File: src/sem_pkg.sv
// Purpose: Shared constants for the semaphore-port controller.
// Assumes: One port of a 16-bit dual-port RAM with eight token flags.
// Notes:   Cycle counts derive from times at a 100 MHz core clock.
package sem_pkg;
   localparam int unsigned CLK_PERIOD_NS = 10;
   localparam int unsigned STROBE_NS     = 30;   // Least strobe and access time
   localparam int unsigned STROBE_CYC    = (STROBE_NS + CLK_PERIOD_NS - 1) / CLK_PERIOD_NS;
   localparam int unsigned GAP_NS        = 20;   // Least idle between cycles
   localparam int unsigned GAP_CYC       = (GAP_NS + CLK_PERIOD_NS - 1) / CLK_PERIOD_NS;
   localparam int unsigned DATA_W        = 16;
   localparam int unsigned FLAG_SEL_W    = 3;
   localparam int unsigned ADDR_W        = 14;
   localparam int unsigned CNT_W         = 4;
   localparam logic [CNT_W-1:0] STROBE_CNT = CNT_W'(STROBE_CYC);
   localparam logic [CNT_W-1:0] GAP_CNT    = CNT_W'(GAP_CYC);
   localparam logic [CNT_W-1:0] CNT_ZERO   = 4'h0;
   localparam logic [ADDR_W-1:0] ADDR_RST  = 14'h0000;
   localparam logic [DATA_W-1:0] DATA_RST  = 16'h0000;
   localparam logic [DATA_W-1:0] DATA_ONES = 16'hFFFF;
endpackage

File: src/sem_cycle_if.sv
// Purpose: Carries one bus-cycle request between controller and cycle engine.
// Assumes: Same clock on both sides.
// Notes:   A request is held until done pulses.
`timescale 1ns/1ps
interface sem_cycle_if;
   logic                          start;
   logic                          write;
   logic                          wdata;
   logic [sem_pkg::FLAG_SEL_W-1:0] sel;
   logic                          done;
   logic [sem_pkg::DATA_W-1:0]    rdata;
   modport ctrl   (output start, output write, output wdata, output sel,
                   input done, input rdata);
   modport engine (input start, input write, input wdata, input sel,
                   output done, output rdata);
endinterface

File: src/sem_cycle_engine.sv
// Purpose: Runs one static-RAM style cycle on the semaphore space.
// Assumes: Pin inputs synchronised by the caller.
// Notes:   Each request opens with select and strobe asserted together.
`timescale 1ns/1ps
module sem_cycle_engine (
   input  wire logic                       core_clk,
   input  wire logic                       resetn,
   input  wire logic                       clk_en,
   sem_cycle_if.engine                     cyc,
   input  wire logic [sem_pkg::DATA_W-1:0] data_sync,
   output logic                            sem_n,
   output logic                            oe_n,
   output logic                            we_n,
   output logic [sem_pkg::FLAG_SEL_W-1:0]  sel_o,
   output logic                            d0_out,
   output logic                            d0_oe
);
   typedef enum logic [1:0] {E_IDLE, E_STROBE, E_GAP} estate_t;
   typedef struct packed {
      estate_t                         st;
      logic [sem_pkg::CNT_W-1:0]       cnt;
      logic                            sem_n;
      logic                            oe_n;
      logic                            we_n;
      logic [sem_pkg::FLAG_SEL_W-1:0]  sel;
      logic                            d0;
      logic                            d0_oe;
      logic                            done;
      logic [sem_pkg::DATA_W-1:0]      rdata;
   } eng_t;
   eng_t s_q, s_d;

   // Cycle sequencing; strobes drop together so the read latch releases
   always_comb begin
      s_d = s_q;
      s_d.done = 1'b0;
      case (s_q.st)
         E_IDLE: begin
            if (cyc.start && !s_q.done) begin
               s_d.st    = E_STROBE;
               s_d.cnt   = sem_pkg::STROBE_CNT;
               s_d.sem_n = 1'b0;
               s_d.sel   = cyc.sel;
               s_d.oe_n  = cyc.write;
               s_d.we_n  = !cyc.write;
               s_d.d0    = cyc.wdata;
               s_d.d0_oe = cyc.write;
            end
         end
         E_STROBE: begin
            s_d.cnt = s_q.cnt - 4'h1;
            if (s_q.cnt == 4'h1) begin
               s_d.st    = E_GAP;
               s_d.cnt   = sem_pkg::GAP_CNT;
               s_d.sem_n = 1'b1;
               s_d.oe_n  = 1'b1;
               s_d.we_n  = 1'b1;
               s_d.d0_oe = 1'b0;
               s_d.rdata = data_sync;
            end
         end
         E_GAP: begin
            s_d.cnt = s_q.cnt - 4'h1;
            if (s_q.cnt == 4'h1) begin
               s_d.st   = E_IDLE;
               s_d.done = 1'b1;
            end
         end
         default: s_d.st = E_IDLE;
      endcase
   end

   always_ff @(posedge core_clk or negedge resetn) begin
      if (!resetn) begin
         s_q <= '{st: E_IDLE, cnt: sem_pkg::CNT_ZERO, sem_n: 1'b1, oe_n: 1'b1, we_n: 1'b1,
                  sel: 3'h0, d0: 1'b1, d0_oe: 1'b0, done: 1'b0,
                  rdata: sem_pkg::DATA_RST};
      end else if (clk_en) begin
         s_q <= s_d;
      end
   end

   assign sem_n     = s_q.sem_n;
   assign oe_n      = s_q.oe_n;
   assign we_n      = s_q.we_n;
   assign sel_o     = s_q.sel;
   assign d0_out    = s_q.d0;
   assign d0_oe     = s_q.d0_oe;
   assign cyc.done  = s_q.done;
   assign cyc.rdata = s_q.rdata;

   // Select and write strobe never overlap a driven-off data line
   write_drive_a: assert property (@(posedge core_clk) disable iff (!resetn)
      !we_n |-> (d0_oe && !sem_n)) else $error("write strobe without data drive");
   strobe_len_a: assert property (@(posedge core_clk) disable iff (!resetn)
      $fell(sem_n) |-> !sem_n [*3]) else $error("semaphore strobe too short");
endmodule

File: src/sem_host.sv
// Purpose: Host controller that claims and frees token flags on one port.
// Assumes: The far device holds eight active-low flags per port.
// Notes:   Claim runs write-zero then read-back; a loss withdraws.
// Operation
// The device keeps eight flag latches apart from its memory array.
// Flags are active low: write zero to claim, write one to release.
// Token space is chosen by a low select; strobes act as in SRAM cycles.
// Only the three low address bits pick the flag.
// A flag write uses only the lowest data line.
// A zero written to a free flag reads zero here and one on the far side.
// The owner writing one frees the flag unless the far side is pending.
// A losing zero stays pending while that side reads one.
// A pending request takes the token as soon as the owner frees it.
// A flag read shows its value on all data bits.
// The read value is latched until select or output enable drops.
// A requester writes zero first, then reads back to confirm.
// Racing requests give the token to exactly one side.
// A failed request is followed by polling reads or a withdrawing one.
// Software writes one to every flag on both sides at start-up.
// Flags are written on the lowest data line and read on all sixteen.
// The array chip enable stays off in every token-space cycle.
`timescale 1ns/1ps
module sem_host (
   input  wire logic                          core_clk,
   input  wire logic                          resetn,
   input  wire logic                          clk_en,
   input  wire logic                          init_req,
   input  wire logic                          claim_req,
   input  wire logic                          free_req,
   input  wire logic [sem_pkg::FLAG_SEL_W-1:0] flag_id,
   output logic                               busy,
   output logic                               op_done,
   output logic                               op_won,
   output logic [7:0]                         owned,
   input  wire logic [sem_pkg::DATA_W-1:0]    data_in,
   output logic [sem_pkg::DATA_W-1:0]         data_out,
   output logic [sem_pkg::DATA_W-1:0]         data_oe,
   output logic [sem_pkg::ADDR_W-1:0]         addr,
   output logic                               token_space_select_n,
   output logic                               array_ce_n,
   output logic                               oe_n,
   output logic                               we_n
);
   typedef enum logic [2:0] {H_IDLE, H_INIT, H_WR0, H_RD, H_WITHDRAW, H_FREE} hstate_t;
   typedef struct packed {
      hstate_t                         st;
      logic [sem_pkg::FLAG_SEL_W-1:0]  flag;
      logic                            start;
      logic                            write;
      logic                            wdata;
      logic                            busy;
      logic                            done;
      logic                            won;
      logic [7:0]                      owned;
   } host_t;
   host_t h_q, h_d;

   sem_cycle_if cyc ();
   logic [sem_pkg::DATA_W-1:0] din_meta_q;
   logic [sem_pkg::DATA_W-1:0] din_sync_q;
   logic                        sem_n_w, oe_n_w, we_n_w, d0_w, d0_oe_w;
   logic [sem_pkg::FLAG_SEL_W-1:0] sel_w;

   // Two-stage synchroniser on the data pins
   always_ff @(posedge core_clk or negedge resetn) begin
      if (!resetn) begin
         din_meta_q <= sem_pkg::DATA_RST;
         din_sync_q <= sem_pkg::DATA_RST;
      end else if (clk_en) begin
         din_meta_q <= data_in;
         din_sync_q <= din_meta_q;
      end
   end

   sem_cycle_engine u_eng (
      .core_clk (core_clk),
      .resetn   (resetn),
      .clk_en   (clk_en),
      .cyc      (cyc.engine),
      .data_sync(din_sync_q),
      .sem_n    (sem_n_w),
      .oe_n     (oe_n_w),
      .we_n     (we_n_w),
      .sel_o    (sel_w),
      .d0_out   (d0_w),
      .d0_oe    (d0_oe_w)
   );

   assign cyc.start = h_q.start;
   assign cyc.write = h_q.write;
   assign cyc.wdata = h_q.wdata;
   assign cyc.sel   = h_q.flag;

   // Command sequencing; each step waits for its cycle to finish
   always_comb begin
      h_d = h_q;
      h_d.done = 1'b0;
      case (h_q.st)
         H_IDLE: begin
            h_d.busy = 1'b0;
            if (init_req) begin
               h_d = '{st: H_INIT, flag: 3'h0, start: 1'b1, write: 1'b1,
                       wdata: 1'b1, busy: 1'b1, done: 1'b0, won: 1'b0,
                       owned: 8'h00};
            end else if (claim_req) begin
               h_d.st = H_WR0; h_d.flag = flag_id; h_d.start = 1'b1;
               h_d.write = 1'b1; h_d.wdata = 1'b0; h_d.busy = 1'b1;
            end else if (free_req) begin
               h_d.st = H_FREE; h_d.flag = flag_id; h_d.start = 1'b1;
               h_d.write = 1'b1; h_d.wdata = 1'b1; h_d.busy = 1'b1;
            end
         end
         H_INIT: begin
            if (cyc.done) begin
               if (h_q.flag == 3'h7) begin
                  h_d.st = H_IDLE; h_d.start = 1'b0; h_d.done = 1'b1; h_d.won = 1'b0;
               end else begin
                  h_d.flag = h_q.flag + 3'h1;
               end
            end
         end
         H_WR0: begin
            if (cyc.done) begin
               h_d.st = H_RD; h_d.write = 1'b0;
            end
         end
         H_RD: begin
            if (cyc.done) begin
               // Only a full zero word is the win; any high bit counts as a loss
               if (cyc.rdata == sem_pkg::DATA_RST) begin
                  h_d.st = H_IDLE; h_d.start = 1'b0; h_d.done = 1'b1; h_d.won = 1'b1;
                  h_d.owned[h_q.flag] = 1'b1;
               end else begin
                  // Withdraw so a stale request cannot seize the token later
                  h_d.st = H_WITHDRAW; h_d.write = 1'b1; h_d.wdata = 1'b1;
               end
            end
         end
         H_WITHDRAW, H_FREE: begin
            if (cyc.done) begin
               h_d.st = H_IDLE; h_d.start = 1'b0; h_d.done = 1'b1;
               h_d.won = 1'b0;
               h_d.owned[h_q.flag] = 1'b0;
            end
         end
         default: h_d.st = H_IDLE;
      endcase
   end

   always_ff @(posedge core_clk or negedge resetn) begin
      if (!resetn) begin
         h_q <= '{st: H_IDLE, flag: 3'h0, start: 1'b0, write: 1'b0,
                  wdata: 1'b1, busy: 1'b0, done: 1'b0, won: 1'b0, owned: 8'h00};
      end else if (clk_en) begin
         h_q <= h_d;
      end
   end

   assign busy    = h_q.busy;
   assign op_done = h_q.done;
   assign op_won  = h_q.won;
   assign owned   = h_q.owned;

   // Pin drive: engine flops feed pins directly; upper address lines held low
   assign token_space_select_n = sem_n_w;
   assign array_ce_n           = 1'b1;
   assign oe_n                 = oe_n_w;
   assign we_n                 = we_n_w;
   assign addr     = {{(sem_pkg::ADDR_W-sem_pkg::FLAG_SEL_W){1'b0}}, sel_w};
   assign data_out = {{(sem_pkg::DATA_W-1){1'b0}}, d0_w};
   assign data_oe  = {{(sem_pkg::DATA_W-1){1'b0}}, d0_oe_w};

   // A claim always writes zero before its read-back
   claim_order_a: assert property (@(posedge core_clk) disable iff (!resetn)
      (h_q.st == H_WR0) |-> (h_q.write && !h_q.wdata))
      else $error("claim not write-zero");

   // Read-back only after the write cycle finished; reading first invites a race
   claim_then_read_a: assert property (@(posedge core_clk) disable iff (!resetn)
      (h_q.st == H_WR0 && cyc.done && clk_en) |=> (h_q.st == H_RD && !h_q.write))
      else $error("read-back not after write");

   // A lost claim goes straight to its withdraw
   loss_withdraw_a: assert property (@(posedge core_clk) disable iff (!resetn)
      (h_q.st == H_RD && cyc.done && cyc.rdata != sem_pkg::DATA_RST && clk_en)
      |=> (h_q.st == H_WITHDRAW))
      else $error("lost claim not withdrawn");

   // Withdraw must write one, or the stale request could grab the token later
   withdraw_one_a: assert property (@(posedge core_clk) disable iff (!resetn)
      (h_q.st == H_WITHDRAW && !we_n) |-> data_out[0])
      else $error("withdraw wrote zero");

   // A lost claim never reports the flag as held
   lost_not_owned_a: assert property (@(posedge core_clk) disable iff (!resetn)
      (op_done && !op_won) |-> !owned[h_q.flag])
      else $error("lost flag marked owned");

   // A won claim is recorded in the ownership map
   win_owned_a: assert property (@(posedge core_clk) disable iff (!resetn)
      (op_done && op_won) |-> owned[h_q.flag])
      else $error("won flag not marked owned");

   // The array stays deselected in every token-space cycle
   ce_off_a: assert property (@(posedge core_clk) disable iff (!resetn)
      !token_space_select_n |-> array_ce_n)
      else $error("array enabled in token cycle");

   // Free writes one on the data line
   free_one_a: assert property (@(posedge core_clk) disable iff (!resetn)
      (h_q.st == H_FREE && !we_n) |-> data_out[0])
      else $error("free wrote zero");

   // Start-up clearing writes one to each flag
   init_ones_a: assert property (@(posedge core_clk) disable iff (!resetn)
      (h_q.st == H_INIT && !we_n) |-> data_out[0])
      else $error("init wrote zero");

   // Start-up clearing steps through the flags one at a time
   init_walk_a: assert property (@(posedge core_clk) disable iff (!resetn)
      (h_q.st == H_INIT && cyc.done && clk_en && h_q.flag != 3'h7)
      |=> (h_q.flag == $past(h_q.flag) + 3'h1))
      else $error("init skipped a flag");

   // Read and write strobes never overlap
   strobe_excl_a: assert property (@(posedge core_clk) disable iff (!resetn)
      !oe_n |-> we_n)
      else $error("read and write strobes together");

   // Strobes only act inside a token-space select
   strobe_select_a: assert property (@(posedge core_clk) disable iff (!resetn)
      (!oe_n || !we_n) |-> !token_space_select_n)
      else $error("strobe without token select");

   // Upper address lines stay low in token cycles
   addr_upper_a: assert property (@(posedge core_clk) disable iff (!resetn)
      !token_space_select_n |-> (addr[13:3] == 11'h000))
      else $error("upper address set in token cycle");
endmodule

File: config.mk
export PLATFORM = sky130hd
export DESIGN_NAME = sem_host
export DESIGN_NICKNAME = d
export VERILOG_FILES = /design/src/sem_pkg.sv /design/src/sem_cycle_if.sv /design/src/sem_cycle_engine.sv /design/src/sem_host.sv
export SDC_FILE = /design/constraint.sdc
export NUM_CORES = 1
export LEC_CHECK = 0
export ABC_CLOCK_PERIOD_IN_PS = 2600
export BUFFER_PORTS_ARGS = -buffer_cell sky130_fd_sc_hd__buf_2
export CORE_ASPECT_RATIO = 1.25
export CORE_MARGIN = 4
export CORE_UTILIZATION = 40
export DETAILED_ROUTE_END_ITERATION = 8
export PLACE_DENSITY = 0.72
export SLEW_MARGIN = 30
export SYNTH_ARGS = -nofsm -noshare
export SYNTH_HDL_FRONTEND = slang
export SYNTH_SLANG_ARGS = --single-unit
File: constraint.sdc
create_clock -name core_clk -period 2.6 [get_ports core_clk]
set_input_delay 0.52 -clock core_clk [delete_from_list [all_inputs] [get_ports core_clk]]
set_output_delay 0.52 -clock core_clk [all_outputs]
set_load 0.005 [all_outputs]
**Yosys cells after proc, flatten, opt, wreduce, memory -nomap -nowiden**

Cells that the tools add are included.

- Register bits: 83
- Bits of input ports: 25
- Output and inout port bits: 61

- Add/subtract/negate cells: 2
- Order comparisons: 2
- Eq/ne operators: 22
- Muxes and demuxes: 40
- Bitwise logic cells: 3
- Reduce and logical (&&, ||, !) cells: 28

Operators by type and width:

| cell | number |
|---|---|
| $mux 10 | 6 |
| $pmux 8 s3 | 1 |
| $mux 3 | 7 |
| $mux 9 | 2 |
| $logic_not 16->1 | 1 |
| $reduce_and 8->1 | 2 |
| $pmux 3 s5 | 1 |
| $mux 14 | 1 |
| $ne 2x1->1 const B | 7 |
| $pmux 3 s2 | 2 |
| $pmux 4 s3 | 1 |
| $reduce_and 6->1 | 2 |
| $ne 2x2->1 const B | 5 |
| $reduce_and 5->1 | 2 |
| $eq 3x3->1 const B | 3 |
| $reduce_and 3->1 | 3 |
| $reduce_bool 3->1 | 3 |
| $and 8x8->8 | 1 |
| $mux 2 | 4 |
| $not 8->8 | 1 |
| $or 8x8->8 | 1 |
| $pmux 2 s4 | 1 |
| $reduce_and 4->1 | 2 |
| $mux 1 | 7 |
| other kinds (25) | 31 |

**Longest topological paths before layout**

Gate-level depths: netlist of run 1.

- Depth in word-level cells: 8
- Depth in mapped cells: 7
- Depth with buffers taken out: 6

**Hierarchy**

A second synthesis of run 1 with hierarchy kept.

- Cells, all modules: 398
- Area total of the unflattened synthesis: 4405.5 um^2

By module, submodules not included:

| module | instances | cells each | area an instance (um^2) |
|---|---|---|---|
| sem_host | 1 | 266 | 2821.5 |
| sem_cycle_engine | 1 | 132 | 1584.0 |

**Worst setup path after synthesis of run 1**

Ideal clock, no wire load.

- Path kind: reg2reg
- Start point: reg h_q, in the netlist cyc.sel[0]
- End point: reg h_q, in the netlist cyc.sel[1]
- Setup time: 0.125 ns
- Data arrival time: 1.854 ns
- Data required time: 2.475 ns
- Setup slack: 0.622 ns
- Stages on the path, launching flop included: 7
- Buffers on the path: 0
- Period minus slack after synthesis: 1.978 ns
- Cells stage by stage: dfrtp_1 ha_1 ha_1 nand2b_1 a211o_1 or2_2 mux2_2

- Cells in the longest elaborated chain, start to end: 4
- Elaborated cells on any way between the ends: 7
- Classes of those cells: add/sub (1); eq/ne (2); mux (3); reduce/logical (1)

RTL lines:

| element | RTL line | source |
|---|---|---|
| start: declaration | sem_host.sv:56 | `host_t h_q, h_d;` |
| start signal: assignment | sem_host.sv:152 | `h_q <= '{st: H_IDLE, flag: 3'h0, start: 1'b0, write: 1'b0,` |
| $add 3x1->3 | sem_host.sv:118 | `h_d.flag = h_q.flag + 3'h1;` |
| $mux 3 | sem_host.sv:115 | `if (h_q.flag == 3'h7) begin` |
| $mux 7 | sem_host.sv:114 | `if (cyc.done) begin` |
| $pmux 3 s2 | sem_host.sv:98 | `case (h_q.st)` |

Parallel ways exist; a longest one is shown, timed or not. The select of a mux whose other input is x is not followed.
A chain may end at the register's enable or synchronous reset.

**Worst setup path after layout of run 1**

- Start point: reg h_q, in the netlist cyc.sel[1]
- End point: reg h_q, in the netlist cyc.sel[1]

The elaborated chain is that of the path after synthesis.

==> impl_results.md, run 1 <==
* DRT antenna net count at 0
* Root Buffer Master: clkbuf_16
* Remaining DRCs at 0
* Die Height at 124 um
* Largest net degree at the start of global routing at 46
* Leakage power at 2.20 nW
* Min Tclk post-route at 2.10 ns
* RR Endpoint: cyc.sel[1]
* Reg2reg setup slack at 0.50 ns
* YS warnings at 0
* Worst path top cell family by delay: flip-flops
* Setup violations, final at 0
* CP endpoint: cyc.sel[1]
* Post-CTS Hold Buffers at 0
* IR drop worst, VDD at 0.512 mV
* Most frequent cells in the layout: 78 x dfrtp_1, 56 x mux2_2, 42 x conb_1, 42 x buf_2, 15 x inv_1
* Cell count along the critical path at 6
* Worst Path Arrival at 2.32 ns
* Max Root-Sink Buffers at 2
* Max_slew headroom at 62.5%
* Worst-path cell chain: ha_1 > ha_1 > nand2b_1 > a211o_1 > or2_2 > mux2_2
* P per Cell Area at 1020 nW/um^2
* Die area at 12500 um^2
* Vias per cell at 5.15
* Nets at 435
* Initial drt markers at 123
* Slowest cell on the critical path: dfrtp_1
* Post-cts resize count at 0
* Die width at 101 um
* Cell row count at 42
* Initial antenna violation count at 0
* Post-synthesis sequential area ratio at 48.3%
* Ports at 86
* Fmax at 475 MHz
* Number of synthesized flops with an enable pin at 0
* CP max FO at 11
* Initial Util at 40.8%
* Area Overhead vs Synth at 9.66%
* Crit path from: cyc.sel[1]
* CP max stage delay at 0.49 ns
* Synth Flop Type: dfrtp_1
* WHS at 0.176 ns
* Post-Syn Area at 4310 um^2
* Vias in the first global route at 2644
* Avg WL per Cell at 14.5 um
* Setup crit end kind: flop
* Share of cells above drive strength 1 at 33.7%
* Status: finished clean
* Placed Cells at 523
* Via count at 2777
* Crit path buffers/inverters at 0
* Worst clock skew at 0.0115 ns
* Clock-pin slew on the worst setup and hold paths at 0.06 ns
* Least-Margin Pin Slew at 0.562 ns
* Setup repair bufs after CTS at 0
* Synth cell types at 55
* TritonCTS clock tree: built
* Period utilisation layout at 80.9%
* Setup tns final at 0 ns
* Most frequent CP cell: ha_1
* H-tree depth at 3
* TritonCTS Buffers at 9
* Core area at 10600 um^2
* RSZ-0062 raised after global routing: no
* Type of origin of the critical path: flop
* N_diodes at 0
* Synth Register Bits at 83
* Final Hold Violating Endpoints at 0
* Max-cap viol count at 0
* Skew-Pair Late Insertion Delay at 0.34 ns
* First-pass GRT wire length at 12800 um
* Worst hold path class: input port to asynchronous set/reset pin
* Port Buf Inserts at 43
* Async set-reset flop share out of synthesis at 100%
* Crit Path Category: flop to flop
* Dpl hpwl at 5620 um
* Gr ovfl total at 0
* Routed WL at 7800 um
* TritonRoute pass-1 iters at 4
* R2R depth at 6
* Total Routing Usage GR at 13.0%
* Layout Cells excl Fill at 539
* Final Wtd Congestion at 0.780
* CTS sink count at 83
* Worst EP required at 2.82 ns
* Slew Viols, Final at 0
* Most frequent standard cell in the layout excluding fill and tap cells: dfrtp_1
* FF-to-FF Start: cyc.sel[1]
* Syn Inst Count at 372
* Syn Area/Cell at 11.6 um^2
[cells by family after synthesis]
family	after synthesis	synth area share (%)
and+or+nand+nor	68	9.43
muxes	56	14.6
buffers and inverters	84	12.6
AOI/OAI and AO/OA	71	12.6
other	2	0.174
adders and majority gates	8	2.32
DFF	83	48.3
[report_power, final]
group	total (mW)	internal, mW	switching (mW)
Combinational	1.45	0.729	0.724
Sequential	2.02	1.68	0.345
Clock	1.35	0.810	0.537
[worst register-to-register path: stages, from the launching register on]
cell      delay (ns)
dfrtp_1         0.49
ha_1            0.24
ha_1            0.22
nand2b_1        0.15
a211o_1         0.30
or2_2           0.31
mux2_2          0.28
[metal layers]
metal  global-route usage, %  wire length (um)
met1                    16.6              3410
met2                    21.5              3860
met4                    4.99                93
met5                       0                 0
met3                    2.86               436
[Yosys cell counts, drive strengths merged (2+ instances only)]
master / n / area, um^2
a21boi: 4 / 30.0
a21o: 4 / 30.0
a21oi: 8 / 43.8
a221o: 2 / 20.0
a22o: 5 / 43.8
a31o: 2 / 17.5
a31oi: 3 / 18.8
a32o: 4 / 40.0
a41o: 2 / 20.0
buf: 66 / 475
clkbuf: 3 / 11.3
conb: 2 / 7.51
dfrtp: 78 / 1950
dfstp: 5 / 131
ha: 8 / 100
inv: 15 / 56.3
mux2: 56 / 631
nand2: 14 / 55.1
nand2b: 6 / 37.5
nand4: 5 / 31.3
nor2: 12 / 45.0
nor2b: 7 / 43.8
nor3: 5 / 30.0
nor3b: 4 / 40.0
nor4: 6 / 52.6
o211a: 2 / 20.0
o211ai: 3 / 22.5
o21a: 2 / 15.0
o21ai: 13 / 65.1
o21bai: 2 / 15.0
o221ai: 3 / 26.3
o22a: 3 / 26.3
o31ai: 4 / 30.0
or3b: 2 / 17.5
[through the flow]
| step | power, mW | util [%] | setup slack [ns] | area, um^2 |
|---|---|---|---|---|
| final | 4.82 | 44.8 | 0.496 | 4730 |
| after global routing | 5.16 | 44.8 | 0.355 | 4730 |
| after CTS | 4.87 | 44.8 | 0.489 | 4730 |
| after detailed placement | 3.50 | 41.8 | 0.498 | 4410 |
| after global placement | 3.42 | 41.8 | 0.549 | 4410 |
| after floorplan | 3.18 | - | 0.622 | 4460 |
[state kept, by name, summed over array words and instances (netlist names)]
signal	count
din_meta_q	16
din_sync_q	16
u_eng.cyc.rdata	16
owned	8
u_eng.s_q	6
cyc.sel	3
h_q	3
u_eng.sel_o	3
busy	1
cyc.start	1
cyc.wdata	1
cyc.write	1
op_done	1
op_won	1
u_eng.cyc.done	1
u_eng.d0_oe	1
u_eng.d0_out	1
u_eng.oe_n	1
u_eng.sem_n	1
u_eng.we_n	1
[final cells by class]
cell class / instances / area [um^2]
Fill cell: 959 / 5830
Clock inverter: 5 / 67.6
Inverter: 15 / 56.3
Timing Repair Buffer: 48 / 268
Multi-Input combinational cell: 245 / 1840
Clock buffer: 11 / 253
Tap cell: 132 / 165
Sequential cell: 83 / 2080
[how the worst min path moves through the flow]
| stage | slack [ns] | to | depth (start not counted) | from |
|---|---|---|---|---|
| 5_1_grt | 0.22 | din_sync_q[6] | 1 | resetn |
| 3_3_place_gp | 0.45 | u_eng.sem_n | 2 | u_eng.sem_n |
| 4_1_cts | 0.20 | din_sync_q[6] | 1 | resetn |
| 6_report | 0.18 | din_sync_q[6] | 1 | resetn |
| 2_1_floorplan | 0.22 | busy | 0 | resetn |
| 3_5_place_dp | 0.45 | u_eng.sem_n | 2 | u_eng.sem_n |
(Power assumes the default switching activity.)
==> run 2: changes to the inputs <==
ABC_AREA = 1   (was unset)
ABC_CLOCK_PERIOD_IN_PS = 1900   (was 2600)
PLACE_DENSITY = 0.75   (was 0.72)
clock period = 1.9 ns   (was 2.6 ns; I/O delays follow)
==> impl_results.md, run 2 <==
* Port Buf Inserts at 43 (unchanged)
* R2R depth at 8 (was 6)
* Max-cap viol count at 0 (unchanged)
* P per Cell Area at 1350 nW/um^2 (was 1020 nW/um^2)
* FF-to-FF Start: u_eng.cyc.rdata[11] (was cyc.sel[1])
* Top cells by area, synth: dfrtp_1 46%, nand2_1 17%, buf_4 9.7% (was dfrtp_1 45%, mux2_2 15%, buf_4 10%)
* Sw power at 2.32 mW (was 1.61 mW)
* Synth top area share at 45.7% (was 45.2%)
* Routed WL at 8240 um (was 7800 um)
* Power, Total at 6.34 mW (was 4.82 mW)
* Share of cells above drive strength 1 at 13.3% (was 33.7%)
* Core area at 10300 um^2 (was 10600 um^2)
* Die width at 100 um (was 101 um)
* Async set-reset flop share out of synthesis at 100% (unchanged)
* CP endpoint: owned[3] (was cyc.sel[1])
* Worst Path Arrival at 1.89 ns (was 2.32 ns)
* Syn Area/Cell at 7.92 um^2 (was 11.6 um^2)
* Power share of the clock group at 28.3% (was 27.9%)
* Setup violations, final at 0 (unchanged)
* Die Height at 123 um (was 124 um)
* Status: finished clean (unchanged)
* RR Endpoint: owned[3] (was cyc.sel[1])
* Sequential cell area at 2080 um^2 (unchanged)
* Crit path from: u_eng.cyc.rdata[11] (was cyc.sel[1])
* Remaining DRCs at 0 (unchanged)
* Post-synthesis sequential area ratio at 48.8% (was 48.3%)
* Slew Viols, Final at 0 (unchanged)
* Post-cts resize count at 0 (unchanged)
* Final Hold Violating Endpoints at 0 (unchanged)
* N_diodes at 0 (unchanged)
* TritonCTS clock tree: built (unchanged)
* Vias per cell at 4.59 (was 5.15)
* Fmax at 604 MHz (was 475 MHz)
* Dpl hpwl at 6020 um (was 5620 um)
* RSZ-0062 raised after global routing: no (unchanged)
* TritonRoute pass-1 iters at 5 (was 4)
* Period utilisation layout at 87.2% (was 80.9%)
* Leakage power at 2.62 nW (was 2.20 nW)
* Seq pwr share at 41.1% (was 42.0%)
* Final Wtd Congestion at 0.923 (was 0.780)
* First-pass GRT wire length at 13400 um (was 12800 um)
* Clock-pin slew on the worst setup and hold paths at 0.07 ns (was 0.06 ns)
* DRT antenna net count at 0 (unchanged)
* YS warnings at 0 (unchanged)
* Setup crit end kind: flop (unchanged)
* Type of origin of the critical path: flop (unchanged)
* Via count at 3245 (was 2777)
* Post-synth top cells: 188 x nand2_1, 78 x dfrtp_1, 57 x inv_1, 55 x buf_4, 48 x o21ai_0 (was 78 x dfrtp_1, 59 x buf_4, 56 x mux2_2, 15 x inv_1)
* Min Tclk post-route at 1.66 ns (was 2.10 ns)
* Synth cell types at 34 (was 55)
* Cell row count at 41 (was 42)
* Gr ovfl total at 0 (unchanged)
* Yosys top cell by area: dfrtp_1 (unchanged)
* Max Root-Sink Buffers at 2 (unchanged)
* Initial Util at 41.6% (was 40.8%)
* Most frequent standard cell in the layout excluding fill and tap cells: nand2_1 (was dfrtp_1)
* TritonCTS Buffers at 9 (unchanged)
* Die area at 12400 um^2 (was 12500 um^2)
* Fin util at 45.8% (was 44.8%)
* Hold Path Depth at 3
* Nets at 606 (was 435)
* Switch share at 36.6% (was 33.3%)
* Initial antenna violation count at 0 (unchanged)
* Area Overhead vs Synth at 10.2% (was 9.66%)
* Share of total power in combinational logic at 30.7% (was 30.1%)
* CP max FO at 8 (was 11)
* Post-Syn Area at 4270 um^2 (was 4310 um^2)
* Vias in the first global route at 2939 (was 2644)
* Ports at 86 (unchanged)
* Setup tns final at 0 ns (unchanged)
* Synth Register Bits at 83 (unchanged)
* Skew-Pair Late Insertion Delay at 0.34 ns (about the same)
* Root Buffer Master: clkbuf_16 (unchanged)
* Area of the multi-input gates at 1660 um^2 (was 1840 um^2)
* Largest net degree at the start of global routing at 65 (was 46)
* CTS sink count at 83 (unchanged)
* Avg WL per Cell at 11.7 um (was 14.5 um)
* Synth Flop Type: dfrtp_1 (unchanged)
* Most frequent cells in the layout: 188 x nand2_1, 78 x dfrtp_1, 57 x inv_1, 48 x o21ai_0 (was 78 x dfrtp_1, 56 x mux2_2, 42 x conb_1, 42 x buf_2, 15 x inv_1)
* H-tree depth at 3 (unchanged)
* Worst hold path class: input port to flop (was input port to asynchronous set/reset pin)
* Number of synthesized flops with an enable pin at 0 (unchanged)
* IR drop worst, VDD at 0.558 mV (was 0.512 mV)
* Setup repair bufs after CTS at 0 (unchanged)
* Worst clock skew at 0.00545 ns (was 0.0115 ns)
* Number of fillers in the final layout at 992 (was 959)
* Total Routing Usage GR at 13.5% (was 13.0%)
* Reg2reg setup slack at 0.24 ns (was 0.50 ns)
* Internal power at 4.02 mW (was 3.22 mW)
* Initial drt markers at 161 (was 123)
* Most common cell in the netlist: nand2_1 (was dfrtp_1)
* Worst EP required at 2.13 ns (was 2.82 ns)
* WHS at 0.234 ns (was 0.176 ns)
* Syn Inst Count at 539 (was 372)
* Crit Path Category: flop to flop (unchanged)
## run 2: logic make-up after synthesis
group | count (synthesis) | share of synthesized area [%]
fa+ha+maj | 8 | 2.35
other cells | 2 | 0.176
mux | 1 | 0.264
compound gates | 70 | 9.03
flops | 83 | 48.8
simple gates | 251 | 23.6
buf+inv | 124 | 15.8
## run 2: layout make-up
cell class / count / share of cell area (%)
clock buffer: 9 / 4.79
sequential: 83 / 44.3
tap: 129 / 3.43
timing repair buffer: 48 / 5.75
clock inverter: 7 / 1.73
multi-input combinational: 372 / 35.3
inverter: 59 / 4.71
## run 2: timing repair
| item | CTS | global route |
|---|---|---|
| endpoints found under the hold margin | 18 | 0 |
| endpoints found under the setup margin | 0 | 0 |
| hold buffers | 1 | 0 |
## run 2: metrics by stage
step                instances  cell area [um^2]  setup slack (ns)
global placement          690              4390             0.292
floorplan                 579              4420             0.473
finish                    707              4700             0.243
CTS                       707              4700             0.234
global route              707              4700            0.0713
detailed placement        690              4390             0.249
## run 2: worst max-delay path, cell delays in order, from the launching register on
cell and delay (ns):
dfrtp_1 0.39, nor2_1 0.12, nand2_1 0.06, nor2_1 0.17, nand2_1 0.15, a21oi_2 0.30, nand2_2 0.20, nand2_1 0.10
nand2_1 0.06
## run 2: power by group through the flow
stage | Clock, mW | Combinational, mW | Sequential (mW)
after floorplan | 0 | 1.53 | 2.55
after global placement | 0 | 1.86 | 2.60
after detailed placement | 0 | 1.94 | 2.63
after CTS | 1.83 | 1.96 | 2.60
after global routing | 1.91 | 2.26 | 2.67
final | 1.79 | 1.94 | 2.60
## run 2: worst min path at each step
stage               slack [ns]              to        start
global placement          0.28   u_eng.s_q[28]       resetn
finish                    0.23  din_meta_q[12]  data_in[12]
detailed placement        0.29   u_eng.s_q[28]       resetn
global route              0.23  din_meta_q[12]  data_in[12]
floorplan                 0.08            busy       resetn
CTS                       0.23  din_meta_q[12]  data_in[12]
## run 2: layer usage
metal | global-route usage (%) | up-vias | part of all wire, % | wire, um
met4 | 4.30 | 0 | 1.7 | 143
li1 | - | 1655 | - | -
met3 | 3.10 | 18 | 6.2 | 510
met2 | 22.0 | 105 | 47 | 3850
met1 | 17.9 | 1467 | 45 | 3740
met5 | 0 | - | 0 | 0
==> run 3: changes to the inputs <==
ABC_CLOCK_PERIOD_IN_PS = 1500   (was 1900)
clock period = 1.5 ns   (was 1.9 ns; I/O delays follow)
==> impl_results.md, run 3 (synthesis results as in run 2) <==
* Setup crit end kind: flop (unchanged)
* Ports at 86 (unchanged)
* Initial antenna violation count at 0 (unchanged)
* Most frequent cells in the layout: 170 x nand2_1, 75 x dfrtp_1, 49 x inv_1, 44 x o21ai_0 (was 188 x nand2_1, 78 x dfrtp_1, 57 x inv_1, 48 x o21ai_0)
* Worst clock skew at 0.00614 ns (was 0.00545 ns)
* FF-to-FF Start: h_q[18] (was u_eng.cyc.rdata[11])
* Clock-pin slew on the worst setup and hold paths at 0.06 ns (was 0.07 ns)
* Area Overhead vs Synth at 21.3% (was 10.2%)
* Final WS setup at -0.00567 ns (was 0.243 ns)
* TritonCTS clock tree: built (unchanged)
* CP max FO at 8 (unchanged)
* Type of origin of the critical path: flop (unchanged)
* DRT antenna net count at 0 (unchanged)
* Status: complete, but fails checks (was finished clean)
* CTS sink count at 83 (unchanged)
* R2R depth at 8 (unchanged)
* Skew-Pair Late Insertion Delay at 0.34 ns (about the same)
* Max Root-Sink Buffers at 2 (unchanged)
* Setup violations, final at 2 (was 0)
* Setup tns final at -0.00770 ns (was 0 ns)
* Gr ovfl total at 0 (unchanged)
* Slew Viols, Final at 0 (unchanged)
* Fin util at 50.5% (was 45.8%)
* CP max stage delay at 0.46 ns (was 0.39 ns)
* RR Endpoint: owned[0] (was owned[3])
* Root Buffer Master: clkbuf_16 (unchanged)
* Max-cap viol count at 0 (unchanged)
* Reg2reg setup slack at -0.006 ns (was 0.24 ns)
* Leakage power at 2.78 nW (was 2.62 nW)
* TritonRoute pass-1 iters at 4 (was 5)
* Via count at 3436 (was 3245)
* Routed WL at 9290 um (was 8240 um)
* Most frequent standard cell in the layout excluding fill and tap cells: nand2_1 (unchanged)
* Min Tclk post-route at 1.51 ns (was 1.66 ns)
* Avg WL per Cell at 12.7 um (was 11.7 um)
* Core area at 10300 um^2 (unchanged)
* Worst Path Arrival at 1.74 ns (was 1.89 ns)
* Worst-path cell chain: nand2_2 > nor2_4 > buf_4 > buf_4 > a21oi_4 > nand2_4 > nand2_1 > nand2_1 (was nor2_1 > nand2_1 > nor2_1 > nand2_1 > a21oi_2 > nand2_2 > nand2_1 > nand2_1)
* Crit Path Category: flop to flop (unchanged)
* Violated checks: setup timing
* Final Wtd Congestion at 0.914 (was 0.923)
* Dpl hpwl at 6330 um (was 6020 um)
* Vias in the first global route at 3275 (was 2939)
* IR drop worst, VDD at 0.787 mV (was 0.558 mV)
* First-pass GRT wire length at 14600 um (was 13400 um)
* Slowest cell on the critical path: dfrtp_2 (was dfrtp_1)
* Worst hold path class: input port to flop (unchanged)
* Die area at 12400 um^2 (unchanged)
* Worst EP required at 1.73 ns (was 2.13 ns)
* Number of fillers in the final layout at 947 (was 992)
* Vias per cell at 4.68 (was 4.59)
* Crit path from: h_q[18] (was u_eng.cyc.rdata[11])
* Initial drt markers at 151 (was 161)
* Total Routing Usage GR at 14.5% (was 13.5%)
* Share of cells above drive strength 1 at 26.8% (was 13.3%)
* CP endpoint: owned[0] (was owned[3])
* Die Height at 123 um (unchanged)
* Die width at 100 um (unchanged)
* RSZ-0062 raised after global routing: yes (was no)
* Fmax at 664 MHz (was 604 MHz)
* Cell row count at 41 (unchanged)
* Pre-CTS setup slack at -0.0612 ns (was 0.249 ns)
* N_diodes at 0 (unchanged)
* H-tree depth at 3 (unchanged)
* Largest net degree at the start of global routing at 51 (was 65)
* P per Cell Area at 1740 nW/um^2 (was 1350 nW/um^2)
* Power, Total at 9.01 mW (was 6.34 mW)
* Nets at 633 (was 606)
* WHS at 0.153 ns (was 0.234 ns)
* Remaining DRCs at 0 (unchanged)
* Port Buf Inserts at 43 (unchanged)
* Final Hold Violating Endpoints at 0 (unchanged)
* Initial Util at 41.6% (unchanged)
* Period utilisation layout at 100% (was 87.2%)
* Hold Path Depth at 3 (unchanged)
* TritonCTS Buffers at 9 (unchanged)
run 3: cell types whose count changed in the layout (fill, tap and decap cells not counted), moves of 4 or more:
| cell | previous run | this run |
|---|---|---|
| nand2_1 | 188 | 170 |
| nor2_1 | 30 | 20 |
| o21ai_0 | 48 | 44 |
| inv_1 | 57 | 49 |
| inv_2 | 1 | 8 |
| nand2_2 | 1 | 17 |
| nand3_2 | 1 | 10 |
| buf_4 | 4 | 26 |
| nor2_2 | 2 | 7 |
| nor2_4 | 1 | 6 |
| nand3_1 | 24 | 14 |
run 3: routing by layer:
layer	wire length, um	GRT usage, %	share of wire [%]
met4	151	6.15	1.6
met1	3840	18.3	41
met2	4740	24.6	51
met5	0	0	0
met3	552	2.54	5.9
run 3: report_power, final:
| part | internal [mW] | switching (mW) | total [mW] |
|---|---|---|---|
| combinational | 1.39 | 2.07 | 3.46 |
| sequential | 2.90 | 0.382 | 3.28 |
| clock | 1.35 | 0.923 | 2.27 |
run 3: timing repair:
item,4_1_cts,5_1_grt
endpoints found under the hold margin,24,0
buffers inserted,1,9
cloned,0,1
resized for setup,12,65
pin swaps,3,21
endpoints found under the setup margin,20,48
hold buffers,1,0
run 3: worst max-delay path, delay by kind of cell, from the launching register on:
kind,cells,cell delay [ns]
flip-flops,1,0.46
AND/OR/NAND/NOR,5,0.42
buffers and inverters,2,0.29
AO/OA/AOI/OAI,1,0.22
run 3: metrics by stage:
| step | cell area (um^2) | cells |
|---|---|---|
| after floorplan | 4420 | 579 |
| after global placement | 4520 | 706 |
| after detailed placement | 4520 | 706 |
| after CTS | 4890 | 724 |
| after global routing | 5180 | 734 |
| final | 5180 | 734 |
run 3: worst min-delay path by stage:
stage	startpoint	to	slack, ns
CTS	data_in[1]	din_meta_q[1]	0.15
global route	data_in[14]	din_meta_q[14]	0.16
finish	data_in[1]	din_meta_q[1]	0.15
detailed placement	resetn	u_eng.s_q[28]	0.25
global placement	resetn	u_eng.s_q[28]	0.25
floorplan	resetn	busy	0.004
run 3: area by class of cell:
type                       instances  area [um^2]  share of cell area (%)
timing repair buffer              75          523                    10.1
sequential                        83         2090                    40.3
inverter                          59          224                    4.33
clock buffer                      10          239                    4.62
clock inverter                     6         71.3                    1.38
tap                              129          161                    3.12
multi-input combinational        372         1870                    36.1
